**config.mk**
```make
export PLATFORM = sky130hd
export DESIGN_NAME = iotx_core
export DESIGN_NICKNAME = d
export VERILOG_FILES = /design/src/iotx_pkg.sv /design/src/iotx_io_if.sv /design/src/iotx_io_space.sv /design/src/iotx_core.sv
export SDC_FILE = /design/constraint.sdc
export NUM_CORES = 2
export LEC_CHECK = 0
export BUFFER_PORTS_ARGS = -buffer_cell sky130_fd_sc_hd__buf_2
export CELL_PAD_IN_SITES_DETAIL_PLACEMENT = 0
export CELL_PAD_IN_SITES_GLOBAL_PLACEMENT = 1
export CORE_AREA = 5 5 318 320
export DETAILED_ROUTE_END_ITERATION = 10
export DIE_AREA = 0 0 323 325
export PLACE_DENSITY = 0.77
export SYNTH_ARGS = -nofsm -noshare
export SYNTH_HDL_FRONTEND = slang
export SYNTH_SLANG_ARGS = --single-unit
```
**constraint.sdc**
```tcl
create_clock -name clock -period 4.1 [get_ports clock]
set_clock_uncertainty 0.1 [all_clocks]
set_input_delay 0.82 -clock clock [delete_from_list [all_inputs] [get_ports clock]]
set_output_delay 0.82 -clock clock [all_outputs]
set_load 0.05 [all_outputs]
```
**src/iotx_pkg.sv**
```systemverilog
package iotx_pkg;

	// Data-space map of the I/O window
	localparam logic [15:0] DS_IO_BASE    = 16'h0020;
	localparam logic [15:0] DS_EXT_BASE   = 16'h0060;
	localparam logic [15:0] ONE16         = 16'h0001;
	localparam logic [5:0]  IO_BIT_LAST   = 6'h1F;
	localparam logic [5:0]  IO_TMR0_FLAGS = 6'h15;
	localparam logic [5:0]  IO_TMR1_FLAGS = 6'h16;
	localparam logic [5:0]  IO_SP_LO      = 6'h3D;
	localparam logic [5:0]  IO_SP_HI      = 6'h3E;
	localparam logic [5:0]  IO_STATUS     = 6'h3F;

	// Status register layout and reset values
	localparam logic [2:0]  FLAG_T        = 3'h6;
	localparam logic [7:0]  STATUS_RESET  = 8'h00;
	localparam logic [15:0] STACK_RESET   = 16'h01FF;
	localparam logic [7:0]  IO_RESET      = 8'h00;

	// Low register index of each pointer pair
	localparam logic [4:0]  PTR_X_LO      = 5'h1A;
	localparam logic [4:0]  PTR_Y_LO      = 5'h1C;
	localparam logic [4:0]  PTR_Z_LO      = 5'h1E;

	// Implemented-bit masks
	localparam logic [7:0]  MASK_FULL     = 8'hFF;
	localparam logic [7:0]  MASK_NONE     = 8'h00;
	localparam logic [7:0]  MASK_NIB      = 8'h0F;
	localparam logic [7:0]  MASK_TMR0     = 8'h07;
	localparam logic [7:0]  MASK_TMR1     = 8'h27;

	typedef enum logic [4:0] {
		OP_NOP      = 5'h00,
		OP_FLAG_SET = 5'h01,
		OP_FLAG_CLR = 5'h02,
		OP_BST      = 5'h03,
		OP_BLD      = 5'h04,
		OP_MOV      = 5'h05,
		OP_LD_IND   = 5'h06,
		OP_ST_IND   = 5'h07,
		OP_LD_DISP  = 5'h08,
		OP_ST_DISP  = 5'h09,
		OP_LD_DIR   = 5'h0A,
		OP_ST_DIR   = 5'h0B,
		OP_LPM      = 5'h0C,
		OP_SPM      = 5'h0D,
		OP_IN       = 5'h0E,
		OP_OUT      = 5'h0F,
		OP_PUSH     = 5'h10,
		OP_POP      = 5'h11,
		OP_SBI      = 5'h12,
		OP_CBI      = 5'h13,
		OP_SKIP_IF_IO_BIT_SET_OP     = 5'h14,
		OP_SKIP_IF_IO_BIT_CLEAR_OP     = 5'h15
	} iotx_op_e;

	typedef enum logic [1:0] {
		PTR_X = 2'h0,
		PTR_Y = 2'h1,
		PTR_Z = 2'h2
	} iotx_ptr_e;

	typedef enum logic [1:0] {
		MODE_PLAIN   = 2'h0,
		MODE_POSTINC = 2'h1,
		MODE_PREDEC  = 2'h2
	} iotx_mode_e;

	typedef enum logic [1:0] {
		ST_IDLE = 2'h0,
		ST_WAIT = 2'h1,
		ST_MEM  = 2'h2
	} iotx_state_e;

	// Bits that exist at each I/O address; the rest read zero
	function automatic logic [7:0] ioMask(input logic [5:0] a);
		logic [7:0] m;
		m = MASK_NONE;
		case (a) inside
			[6'h03:6'h0B], 6'h12, [6'h1B:6'h3C]: m = MASK_FULL;
			[6'h0C:6'h0E]: m = MASK_NIB;
			IO_TMR0_FLAGS: m = MASK_TMR0;
			IO_TMR1_FLAGS: m = MASK_TMR1;
			default: m = MASK_NONE;
		endcase
		return m;
	endfunction : ioMask

	function automatic logic isW1c(input logic [5:0] a);
		return (a == IO_TMR0_FLAGS) || (a == IO_TMR1_FLAGS);
	endfunction : isW1c

	function automatic logic [4:0] ptrBase(input iotx_ptr_e p);
		case (p)
			PTR_Y: return PTR_Y_LO;
			PTR_Z: return PTR_Z_LO;
			default: return PTR_X_LO;
		endcase
	endfunction : ptrBase

	function automatic logic isLoad(input iotx_op_e o);
		return o inside {OP_LD_IND, OP_LD_DISP, OP_LD_DIR, OP_POP};
	endfunction : isLoad

	function automatic logic isStore(input iotx_op_e o);
		return o inside {OP_ST_IND, OP_ST_DISP, OP_ST_DIR, OP_PUSH};
	endfunction : isStore

endpackage : iotx_pkg

```
**src/iotx_io_if.sv**
```systemverilog
interface iotx_io_if;
	logic [5:0] addr;  // I/O address
	logic       we;    // Whole-byte write
	logic [7:0] wdata; // Byte written
	logic       bitWe; // Single-bit write
	logic [2:0] bitSel;
	logic       bitVal;
	logic [7:0] rdata; // Masked read data

	modport core (output addr, we, wdata, bitWe, bitSel, bitVal, input rdata);
	modport space (input addr, we, wdata, bitWe, bitSel, bitVal, output rdata);
endinterface : iotx_io_if

```
**src/iotx_io_space.sv**
```systemverilog
module iotx_io_space #(
	parameter int unsigned DEPTH = 64
) (
	input  wire logic        clock,     // Core clock
	input  wire logic        arst_n,    // Async reset, active low
	iotx_io_if.space         io,        // Access port from the core
	input  wire logic [15:0] hwFlagSet  // Timer flag set events
);

	logic [7:0] mem    [DEPTH];
	logic [7:0] nxtMem [DEPTH];

	// Read returns stored bits, already masked
	assign io.rdata = mem[io.addr];

	// Next value of every location
	always_comb begin
		logic [7:0] onehot;
		logic [7:0] clr;
		onehot = 8'h01 << io.bitSel;
		clr    = io.bitWe ? (io.bitVal ? onehot : iotx_pkg::MASK_NONE) : io.wdata;
		for (int i = 0; i < DEPTH; i++) begin
			nxtMem[i] = mem[i];
			if (6'(i) == io.addr && (io.we || io.bitWe)) begin
				if (iotx_pkg::isW1c(6'(i)))
					nxtMem[i] = mem[i] & ~clr;
				else if (io.bitWe)
					nxtMem[i] = io.bitVal ? (mem[i] | onehot) : (mem[i] & ~onehot);
				else
					nxtMem[i] = io.wdata;
			end
			// Hardware set beats a same-cycle clear
			if (6'(i) == iotx_pkg::IO_TMR0_FLAGS)
				nxtMem[i] = nxtMem[i] | hwFlagSet[7:0];
			if (6'(i) == iotx_pkg::IO_TMR1_FLAGS)
				nxtMem[i] = nxtMem[i] | hwFlagSet[15:8];
			nxtMem[i] = nxtMem[i] & iotx_pkg::ioMask(6'(i));
		end
	end

	// Storage
	always_ff @(posedge clock or negedge arst_n) begin
		if (!arst_n) begin
			for (int i = 0; i < DEPTH; i++)
				mem[i] <= iotx_pkg::IO_RESET;
		end else begin
			for (int i = 0; i < DEPTH; i++)
				mem[i] <= nxtMem[i];
		end
	end

endmodule : iotx_io_space

```
**src/iotx_core.sv**
```systemverilog
// Operation
// - Bit set, clear and skip tests reach I/O addresses 0x00 to 0x1F.
// - Bit set or clear changes only the named bit of the register.
// - Timer flag bits at I/O 0x15 and 0x16 clear on a written one; zero leaves them.
// - Port in and out use a 6-bit I/O address, one cycle each.
// - Data-space address of an I/O register is its I/O address plus 0x20.
// - Extended I/O 0x60 to 0xFF only by data-space loads and stores.
// - Transfer-bit store copies a register bit into T in one cycle.
// - Transfer-bit load copies T into a register bit, flags untouched.
// - Flag set and clear ops change one status flag in one cycle.
// - Overflow flag set and clear ops touch only that flag.
// - Indirect access takes two cycles; post-increment adds one afterwards.
// - Pre-decrement subtracts one first and uses the new pointer.
// - Displaced access uses Y or Z plus offset, pointer kept, two cycles.
// - Direct access to an absolute address takes two cycles, flags kept.
// - Program-memory load reads byte at Z in three cycles, optional increment.
// - Push and pop move a register via the stack in two cycles.
module iotx_core (
	input  wire logic               clock,       // Core clock, 10 MHz
	input  wire logic               arst_n,      // Async reset, active low
	input  wire logic               opValid,     // Operation offered
	input  wire iotx_pkg::iotx_op_e   opCode,      // Operation kind
	input  wire logic [4:0]         opRd,        // Destination register
	input  wire logic [4:0]         opRr,        // Source register
	input  wire logic [2:0]         opBit,       // Bit or flag index
	input  wire iotx_pkg::iotx_ptr_e  opPtr,       // Pointer pair
	input  wire iotx_pkg::iotx_mode_e opMode,      // Pointer adjust
	input  wire logic [5:0]         opDisp,      // Displacement
	input  wire logic [15:0]        opAddr,      // Absolute or I/O address
	input  wire logic [15:0]        hwFlagSet,   // Timer flag set events
	input  wire logic [7:0]         dataRdData,  // Data memory read byte
	input  wire logic [15:0]        progRdData,  // Program memory word
	output logic                    ready_r,     // Idle, op may be offered
	output logic                    done_r,      // Op finished pulse
	output logic                    skip_r,      // Bit test says skip
	output logic [7:0]              status_r,    // Status flags
	output logic [15:0]             dataAddr_r,  // Data memory address
	output logic [7:0]              dataWdata_r, // Data memory write byte
	output logic                    dataWe_r,    // Data memory write
	output logic                    dataRe_r,    // Data memory read
	output logic [14:0]             progAddr_r,  // Program word address
	output logic [15:0]             progWdata_r, // Program write word
	output logic                    progWe_r,    // Program write strobe
	output logic                    progRe_r     // Program read strobe
);

	iotx_io_if io ();

	iotx_pkg::iotx_state_e state_r;
	iotx_pkg::iotx_state_e state_nxt;
	iotx_pkg::iotx_op_e    curOp_r;
	logic [4:0]          curRd_r;
	logic [15:0]         curAddr_r;
	logic [7:0]          curData_r;
	logic                curByte_r;
	logic [15:0]         stackPtr_r;
	logic [7:0]          regFile [32];

	logic                accept;
	iotx_pkg::iotx_ptr_e   ptrSel;
	logic [4:0]          ptrLo;
	logic [15:0]         ptrCur;
	logic [15:0]         ptrNew;
	logic                ptrWe;
	logic [15:0]         effAddr;
	logic [15:0]         spAddr;
	logic [5:0]          ioIdx;
	logic                inRegs;
	logic                inIo;
	logic [7:0]          rdByte;
	logic                wrEn;
	logic [7:0]          wrData;
	logic                rfWe;
	logic [4:0]          rfWa;
	logic [7:0]          rfWd;
	logic                bitTest;

	iotx_io_space #(
		.DEPTH(64)
	) u_space (
		.clock     (clock),
		.arst_n    (arst_n),
		.io        (io.space),
		.hwFlagSet (hwFlagSet)
	);

	assign accept = (state_r == iotx_pkg::ST_IDLE) && opValid;

	// Pointer selection; program-memory ops always use Z
	always_comb begin
		ptrSel = opPtr;
		if (opCode == iotx_pkg::OP_LPM || opCode == iotx_pkg::OP_SPM)
			ptrSel = iotx_pkg::PTR_Z;
		ptrLo  = iotx_pkg::ptrBase(ptrSel);
		ptrCur = {regFile[ptrLo + 5'h01], regFile[ptrLo]};
	end

	// Effective address and pointer update
	always_comb begin
		effAddr = opAddr;
		ptrNew  = ptrCur;
		ptrWe   = 1'b0;
		case (opCode)
			iotx_pkg::OP_LD_IND, iotx_pkg::OP_ST_IND: begin
				effAddr = ptrCur;
				if (opMode == iotx_pkg::MODE_PREDEC) begin
					ptrNew  = ptrCur - iotx_pkg::ONE16;
					effAddr = ptrNew;
					ptrWe   = 1'b1;
				end
				if (opMode == iotx_pkg::MODE_POSTINC) begin
					ptrNew = ptrCur + iotx_pkg::ONE16;
					ptrWe  = 1'b1;
				end
			end
			iotx_pkg::OP_LD_DISP, iotx_pkg::OP_ST_DISP: begin
				effAddr = ptrCur + {10'h000, opDisp};
			end
			iotx_pkg::OP_LD_DIR, iotx_pkg::OP_ST_DIR: begin
				effAddr = opAddr;
			end
			iotx_pkg::OP_PUSH: effAddr = stackPtr_r;
			iotx_pkg::OP_POP:  effAddr = stackPtr_r + iotx_pkg::ONE16;
			iotx_pkg::OP_LPM: begin
				effAddr = ptrCur;
				if (opMode == iotx_pkg::MODE_POSTINC) begin
					ptrNew = ptrCur + iotx_pkg::ONE16;
					ptrWe  = 1'b1;
				end
			end
			default: effAddr = opAddr;
		endcase
	end

	// Data-space address in use this cycle and its decode
	always_comb begin
		// I/O seen at I/O address plus offset
		spAddr = curAddr_r;
		if (state_r == iotx_pkg::ST_IDLE) begin
			// bit ops reach only the low 32
			if (opCode inside {iotx_pkg::OP_SBI, iotx_pkg::OP_CBI,
					iotx_pkg::OP_SKIP_IF_IO_BIT_SET_OP, iotx_pkg::OP_SKIP_IF_IO_BIT_CLEAR_OP})
				spAddr = {10'h000, opAddr[5:0] & iotx_pkg::IO_BIT_LAST}
					+ iotx_pkg::DS_IO_BASE;
			else
				spAddr = {10'h000, opAddr[5:0]} + iotx_pkg::DS_IO_BASE;
		end
		inRegs = spAddr < iotx_pkg::DS_IO_BASE;
		// extended range falls to the memory port
		inIo   = !inRegs && (spAddr < iotx_pkg::DS_EXT_BASE);
		ioIdx  = 6'(spAddr - iotx_pkg::DS_IO_BASE);
	end

	// Byte read from the decoded location
	always_comb begin
		rdByte = dataRdData;
		if (inRegs)
			rdByte = regFile[spAddr[4:0]];
		else if (inIo) begin
			case (ioIdx)
				iotx_pkg::IO_STATUS: rdByte = status_r;
				iotx_pkg::IO_SP_HI:  rdByte = stackPtr_r[15:8];
				iotx_pkg::IO_SP_LO:  rdByte = stackPtr_r[7:0];
				default:           rdByte = io.rdata;
			endcase
		end
		bitTest = rdByte[opBit];
	end

	// Byte writes into the register or I/O window
	always_comb begin
		wrEn   = 1'b0;
		wrData = curData_r;
		if (accept && opCode == iotx_pkg::OP_OUT) begin
			wrEn   = 1'b1;
			wrData = regFile[opRr];
		end
		if (state_r == iotx_pkg::ST_MEM && iotx_pkg::isStore(curOp_r))
			wrEn = 1'b1;
	end

	// Access port toward the I/O space
	always_comb begin
		io.addr   = ioIdx;
		io.wdata  = wrData;
		io.we     = wrEn && inIo;
		io.bitWe  = accept && inIo
			&& (opCode == iotx_pkg::OP_SBI || opCode == iotx_pkg::OP_CBI);
		io.bitSel = opBit;
		io.bitVal = opCode == iotx_pkg::OP_SBI;
	end

	// Register file write source
	always_comb begin
		rfWe = 1'b0;
		rfWa = opRd;
		rfWd = regFile[opRr];
		if (accept) begin
			case (opCode)
				iotx_pkg::OP_BLD: begin
					rfWe = 1'b1;
					rfWd = regFile[opRd];
					rfWd[opBit] = status_r[iotx_pkg::FLAG_T];
				end
				iotx_pkg::OP_MOV: rfWe = 1'b1;
				iotx_pkg::OP_IN: begin
					rfWe = 1'b1;
					rfWd = rdByte;
				end
				default: rfWe = 1'b0;
			endcase
		end else if (state_r == iotx_pkg::ST_MEM) begin
			rfWa = curRd_r;
			if (curOp_r == iotx_pkg::OP_LPM) begin
				rfWe = 1'b1;
				rfWd = curByte_r ? progRdData[15:8] : progRdData[7:0];
			end else if (iotx_pkg::isLoad(curOp_r)) begin
				rfWe = 1'b1;
				rfWd = rdByte;
			end else if (wrEn && inRegs) begin
				rfWe = 1'b1;
				rfWa = spAddr[4:0];
				rfWd = wrData;
			end
		end
	end

	// General registers; a data write wins over a pointer update
	always_ff @(posedge clock or negedge arst_n) begin
		if (!arst_n) begin
			for (int i = 0; i < 32; i++)
				regFile[i] <= 8'h00;
		end else begin
			if (accept && ptrWe) begin
				regFile[ptrLo]         <= ptrNew[7:0];
				regFile[ptrLo + 5'h01] <= ptrNew[15:8];
			end
			if (rfWe)
				regFile[rfWa] <= rfWd;
		end
	end

	// Status flags
	always_ff @(posedge clock or negedge arst_n) begin
		if (!arst_n) begin
			status_r <= iotx_pkg::STATUS_RESET;
		end else if (accept && opCode == iotx_pkg::OP_FLAG_SET) begin
			status_r[opBit] <= 1'b1;
		end else if (accept && opCode == iotx_pkg::OP_FLAG_CLR) begin
			status_r[opBit] <= 1'b0;
		end else if (accept && opCode == iotx_pkg::OP_BST) begin
			status_r[iotx_pkg::FLAG_T] <= regFile[opRr][opBit];
		end else if (wrEn && inIo && ioIdx == iotx_pkg::IO_STATUS) begin
			status_r <= wrData;
		end
	end

	// Stack pointer; push and pop move it at acceptance
	always_ff @(posedge clock or negedge arst_n) begin
		if (!arst_n) begin
			stackPtr_r <= iotx_pkg::STACK_RESET;
		end else if (accept && opCode == iotx_pkg::OP_PUSH) begin
			stackPtr_r <= stackPtr_r - iotx_pkg::ONE16;
		end else if (accept && opCode == iotx_pkg::OP_POP) begin
			stackPtr_r <= effAddr;
		end else if (wrEn && inIo && ioIdx == iotx_pkg::IO_SP_HI) begin
			stackPtr_r[15:8] <= wrData;
		end else if (wrEn && inIo && ioIdx == iotx_pkg::IO_SP_LO) begin
			stackPtr_r[7:0] <= wrData;
		end
	end

	// Sequencer next state
	always_comb begin
		state_nxt = state_r;
		case (state_r)
			iotx_pkg::ST_IDLE: begin
				if (accept && (iotx_pkg::isLoad(opCode) || iotx_pkg::isStore(opCode)))
					state_nxt = iotx_pkg::ST_MEM;
				else if (accept && opCode == iotx_pkg::OP_LPM)
					state_nxt = iotx_pkg::ST_WAIT;
			end
			iotx_pkg::ST_WAIT: state_nxt = iotx_pkg::ST_MEM;
			iotx_pkg::ST_MEM:  state_nxt = iotx_pkg::ST_IDLE;
			default:         state_nxt = iotx_pkg::ST_IDLE;
		endcase
	end

	// Sequencer state and handshake
	always_ff @(posedge clock or negedge arst_n) begin
		if (!arst_n) begin
			state_r <= iotx_pkg::ST_IDLE;
			ready_r <= 1'b1;
			done_r  <= 1'b0;
		end else begin
			state_r <= state_nxt;
			ready_r <= state_nxt == iotx_pkg::ST_IDLE;
			// two-cycle ops end in the memory state
			done_r  <= (accept && state_nxt == iotx_pkg::ST_IDLE)
				|| state_r == iotx_pkg::ST_MEM;
		end
	end

	// Operation context held across the memory cycles
	always_ff @(posedge clock or negedge arst_n) begin
		if (!arst_n) begin
			curOp_r   <= iotx_pkg::OP_NOP;
			curRd_r   <= 5'h00;
			curAddr_r <= 16'h0000;
			curData_r <= 8'h00;
			curByte_r <= 1'b0;
		end else if (accept) begin
			curOp_r   <= opCode;
			curRd_r   <= opRd;
			curAddr_r <= effAddr;
			curData_r <= regFile[opRr];
			curByte_r <= effAddr[0];
		end
	end

	// Skip result of bit tests, one cycle with done
	always_ff @(posedge clock or negedge arst_n) begin
		if (!arst_n)
			skip_r <= 1'b0;
		else if (accept && opCode == iotx_pkg::OP_SKIP_IF_IO_BIT_SET_OP)
			skip_r <= bitTest;
		else if (accept && opCode == iotx_pkg::OP_SKIP_IF_IO_BIT_CLEAR_OP)
			skip_r <= !bitTest;
		else
			skip_r <= 1'b0;
	end

	// Data memory strobes for addresses outside the windows
	always_ff @(posedge clock or negedge arst_n) begin
		if (!arst_n) begin
			dataAddr_r  <= 16'h0000;
			dataWdata_r <= 8'h00;
			dataWe_r    <= 1'b0;
			dataRe_r    <= 1'b0;
		end else begin
			dataWe_r <= 1'b0;
			dataRe_r <= 1'b0;
			if (accept && effAddr >= iotx_pkg::DS_EXT_BASE) begin
				dataAddr_r  <= effAddr;
				dataWdata_r <= regFile[opRr];
				dataWe_r    <= iotx_pkg::isStore(opCode);
				dataRe_r    <= iotx_pkg::isLoad(opCode);
			end
		end
	end

	// Program memory strobes
	always_ff @(posedge clock or negedge arst_n) begin
		if (!arst_n) begin
			progAddr_r  <= 15'h0000;
			progWdata_r <= 16'h0000;
			progWe_r    <= 1'b0;
			progRe_r    <= 1'b0;
		end else begin
			progRe_r <= accept && opCode == iotx_pkg::OP_LPM;
			progWe_r <= accept && opCode == iotx_pkg::OP_SPM;
			if (accept && (opCode == iotx_pkg::OP_LPM || opCode == iotx_pkg::OP_SPM)) begin
				progAddr_r  <= ptrCur[15:1];
				progWdata_r <= {regFile[5'h01], regFile[5'h00]};
			end
		end
	end

endmodule : iotx_core

```
==> metrics.csv <==
stage,metric,value,unit
run_status,status,"complete, but fails checks",
run_status,failing checks,setup timing,
cts,Root Buffer,clkbuf_16,
route,mean number of vias per cell,6.27,
critical_path,"Slowest-stage cell, CP",mux4_2,
critical_path,CP endpoint kind,flip-flop,
floorplanning,Core ar.,97800,um^2
logic_synthesis,Syn Area/Cell,9.91,um^2
timing,total negative slack,-16340,ps
final_layout,"commonest non-fill, non-tap cells in the layout","738 x dfrtp_1, 661 x nand2_1, 617 x buf_4",
cts,clock buffer count from CTS,86,
critical_path,Worst EP required,4550,ps
cts,TritonCTS clock tree,built,
power_and_ir_drop,leakage power,25.2,nW
timing,actual slew at the worst max-slew pin,1080,ps
cts,cts hold-fix bufs,0,
logic_synthesis,sequential area share after synthesis,43.0,%
power_and_ir_drop,logic gate share of total power,23.1,%
global_route,via count of the first global-routing pass,38500,
global_route,largest net degree at the start of global routing,83,
global_route,GR Overflow Total,0,
timing,PnR worst setup slack,-366,ps
final_layout,Nets,5147,
cts,CTS max path bufs,3,
timing,worst relative slew slack,27.6,%
global_route,first-pass GRT wire length,261000,um
placement,dpl ws,-1150,ps
power_and_ir_drop,Switching Power,6.89,mW
timing,final hold vios,0,
critical_path,crit-path leading delay family,compound AO/OA/AOI/OAI gates,
global_route,gr usage total,33.1,%
power_and_ir_drop,Max VDD drop,368,uV
final_layout,share of cells above drive strength 1,33.6,%
placement,gpl congestion,1.01,
final_layout,cell area after layout,55800,um^2
critical_path,cells along the critical path,buf_8 -> nand2b_4 -> nor2_4 -> nand2_4 -> and2_4 -> inv_2 -> ha_4 -> buf_12 -> mux4_2 -> ha_4 -> inv_2 -> fa_2 -> nor2b_2 -> o31a_1 -> o21ai_4 -> and2_4 -> xnor2_1 -> a221oi_2 -> a21oi_2 -> nand2_1 -> nand4_1 -> o21ai_4 -> buf_6 -> mux2_4,
power_and_ir_drop,Int Pwr,14.8,mW
critical_path,Setup crit start kind,input port,
global_route,initial antenna violation count,6,
route,Post-Route WL,181000,um
power_and_ir_drop,Sequential Power Share,38.7,%
floorplanning,Die Span X,323,um
logic_synthesis,Async SR Flop Fraction,100,%
timing,final setup vio count,103,
final_layout,"Core Util, Final",57.1,%
route,vias after detailed routing,40100,
floorplanning,Initial Util,44.6,%
job,Max Cap Viol,0,
placement,dpl cell area,50500,um^2
timing,Final min period,4470,ps
cts,Clock Sinks,749,
critical_path,WP data arrival,4910,ps
floorplanning,Die ar.,105000,um^2
cts,clock-pin slew on the worst setup and hold paths,70,ps
logic_synthesis,synth unique cells,97,
logic_synthesis,Post-synth EDFFs,0,
critical_path,"slowest stage delay, CP",340,ps
logic_synthesis,Yosys warnings,0,
timing,top achievable clock speed,224,MHz
final_layout,area delta synth->final,28.1,%
power_and_ir_drop,PD cells,389,nW/um^2
critical_path,Crit. Startpoint,opCode[4],
timing,Pins Over Slew Limit,0,
critical_path,reg-to-reg startpoint,state_r[1]$_DFF_PN0_,
logic_synthesis,Seq cells post-synth,749,
timing,RSZ-0062 raised after global routing,yes,
placement,DP Cell Count,6147,
floorplanning,Core Rows,115,
logic_synthesis,Synth area leaders,"dfrtp_1 42%, mux4_2 12%, nand2_1 5.8%",
logic_synthesis,Synth top area share,42.4,%
floorplanning,chip height,325,um
route,Antenna Nets Post-Route,0,
final_layout,"most common cell after layout, fill and taps aside",dfrtp_1,
placement,DP HPWL,131000,um
logic_synthesis,Mapped Area,43600,um^2
logic_synthesis,Mapped Cells,4402,
critical_path,Worst Path Max Fanout,5,
final_layout,Layout fillers,8509,
cts,H-tree depth,3,
logic_synthesis,top cell type by total area after synthesis,dfrtp_1,
cts,clock latency on the worst-skew pair,710,ps
final_layout,Finished Layout Cells,6400,
timing,final period utilization,109,%
placement,PortBufs,147,
critical_path,crit path buf inv count,5,
power_and_ir_drop,Clock Power Share,38.1,%
route,DR iter-0 viols,4736,
route,TritonRoute pass-1 iters,8,
logic_synthesis,syn_nets,4505,
route,DRC violations left,0,
power_and_ir_drop,sw frac,31.7,%
logic_synthesis,"Top FF cell, synth",dfrtp_1,
floorplanning,boundary pin count,157,
worst_hold_path,hold crit path type,in -> async,
critical_path,worst setup path category,in -> reg,
route,routed len/inst,28.3,um
[final timing paths]
check | end | slack (ps) | depth (start not counted)
min | regFile[21]$_DFF_PN0_ | 40 | 1
min in group clock | u_space.mem[330]$_DFF_PN0_ | 190 | 2
max | dataAddr_r[6]$_DFFE_PN0P_ | -370 | 24
max in group asynchronous | curAddr_r[2]$_DFFE_PN0P_ | 2710 | 2
min reg2reg | flip-flop | 370 | 2
max reg2reg | regFile[140]$_DFFE_PN0P_ | -230 | 12
[timing repair]
action                     4_1_cts  5_1_grt
resized for setup               67      207
gates cloned                     3       13
pin swaps                       31       61
setup endpoints to repair      255      291
setup buffers                   22       63
[metal layers]
metal,vias to the layer above,part of all wire (%),global-route usage [%]
met2,2280,44,50.4
met1,20000,39,44.9
met3,542,10,7.62
met4,2,6.2,15.7
li1,17300,-,-
met5,-,0.0072,0
[area by class of cell]
class                           instances  area (um^2)  share of cell area [%]
Tap cell                             1287         1610                    2.88
Timing Repair Buffer                  894         7740                    13.9
Sequential cell                       749        18800                    33.6
Multi-Input combinational cell       3257        24500                    43.8
Clock inverter                         35          619                    1.11
Clock buffer                          119         2430                    4.34
Inverter                               56          210                   0.376
Antenna cell                            3         7.51                  0.0134
[through the flow]
stage / power [mW] / hold slack (ps)
floorplan: 10.8 / 342
global placement: 13.0 / 354
detailed placement: 13.0 / 362
CTS: 21.4 / 59.9
global route: 22.4 / 77.2
finish: 21.7 / 36.4
[power by group through the flow]
stage | registers [mW] | clock network (mW) | logic (mW)
finish | 8.42 | 8.29 | 5.02
detailed placement | 8.50 | 0 | 4.51
floorplan | 8.48 | 0 | 2.32
global route | 8.45 | 8.70 | 5.25
global placement | 8.49 | 0 | 4.47
CTS | 8.38 | 8.41 | 4.64
[worst register-to-register path, stage by stage (launching register included)]
cell and delay [ps]:
dfrtp_2 460, or3b_4 460, buf_12 170, nand2_8 110
mux4_2 530, a222oi_1 460, nor2_1 70, or4_4 550
o211a_4 200, a221oi_4 330, o22ai_4 250, clkbuf_16 260
mux2_2 270
[cells in the mapped netlist (15+ instances only)]
library cell / instances
mux4_2: 224
a31oi_1: 42
o21ai_0: 380
dfrtp_1: 739
clkbuf_1: 225
mux2i_1: 185
buf_2: 62
nand2b_1: 27
a21o_1: 29
o21a_1: 30
a32oi_1: 16
nand4_1: 23
ha_1: 15
a21oi_1: 283
or3_1: 21
nor2_1: 455
xnor2_1: 30
buf_1: 18
nand2_1: 672
a211oi_1: 43
nor3_1: 61
mux2_2: 217
and3_1: 37
o22ai_1: 42
nand3_1: 102
a22oi_1: 28
inv_1: 54
buf_6: 15
o221ai_1: 17
buf_4: 17
[cells by family (layout without fill, tap and decap cells)]
logic type               Yosys count  after routing  share of synthesized area, %
AND/OR/NAND/NOR                 1492           1493                          14.8
AO/OA/AOI/OAI                   1080           1080                          15.3
flip-flops                       749            749                          43.0
multiplexers                     626            626                          21.4
buffers and inverters            397           1104                          4.15
XOR/XNOR                          42             42                         0.844
adder cells (fa/ha/maj)           16             16                         0.476
other                              0              3                             0
Power figures use the tool's default switching activity.
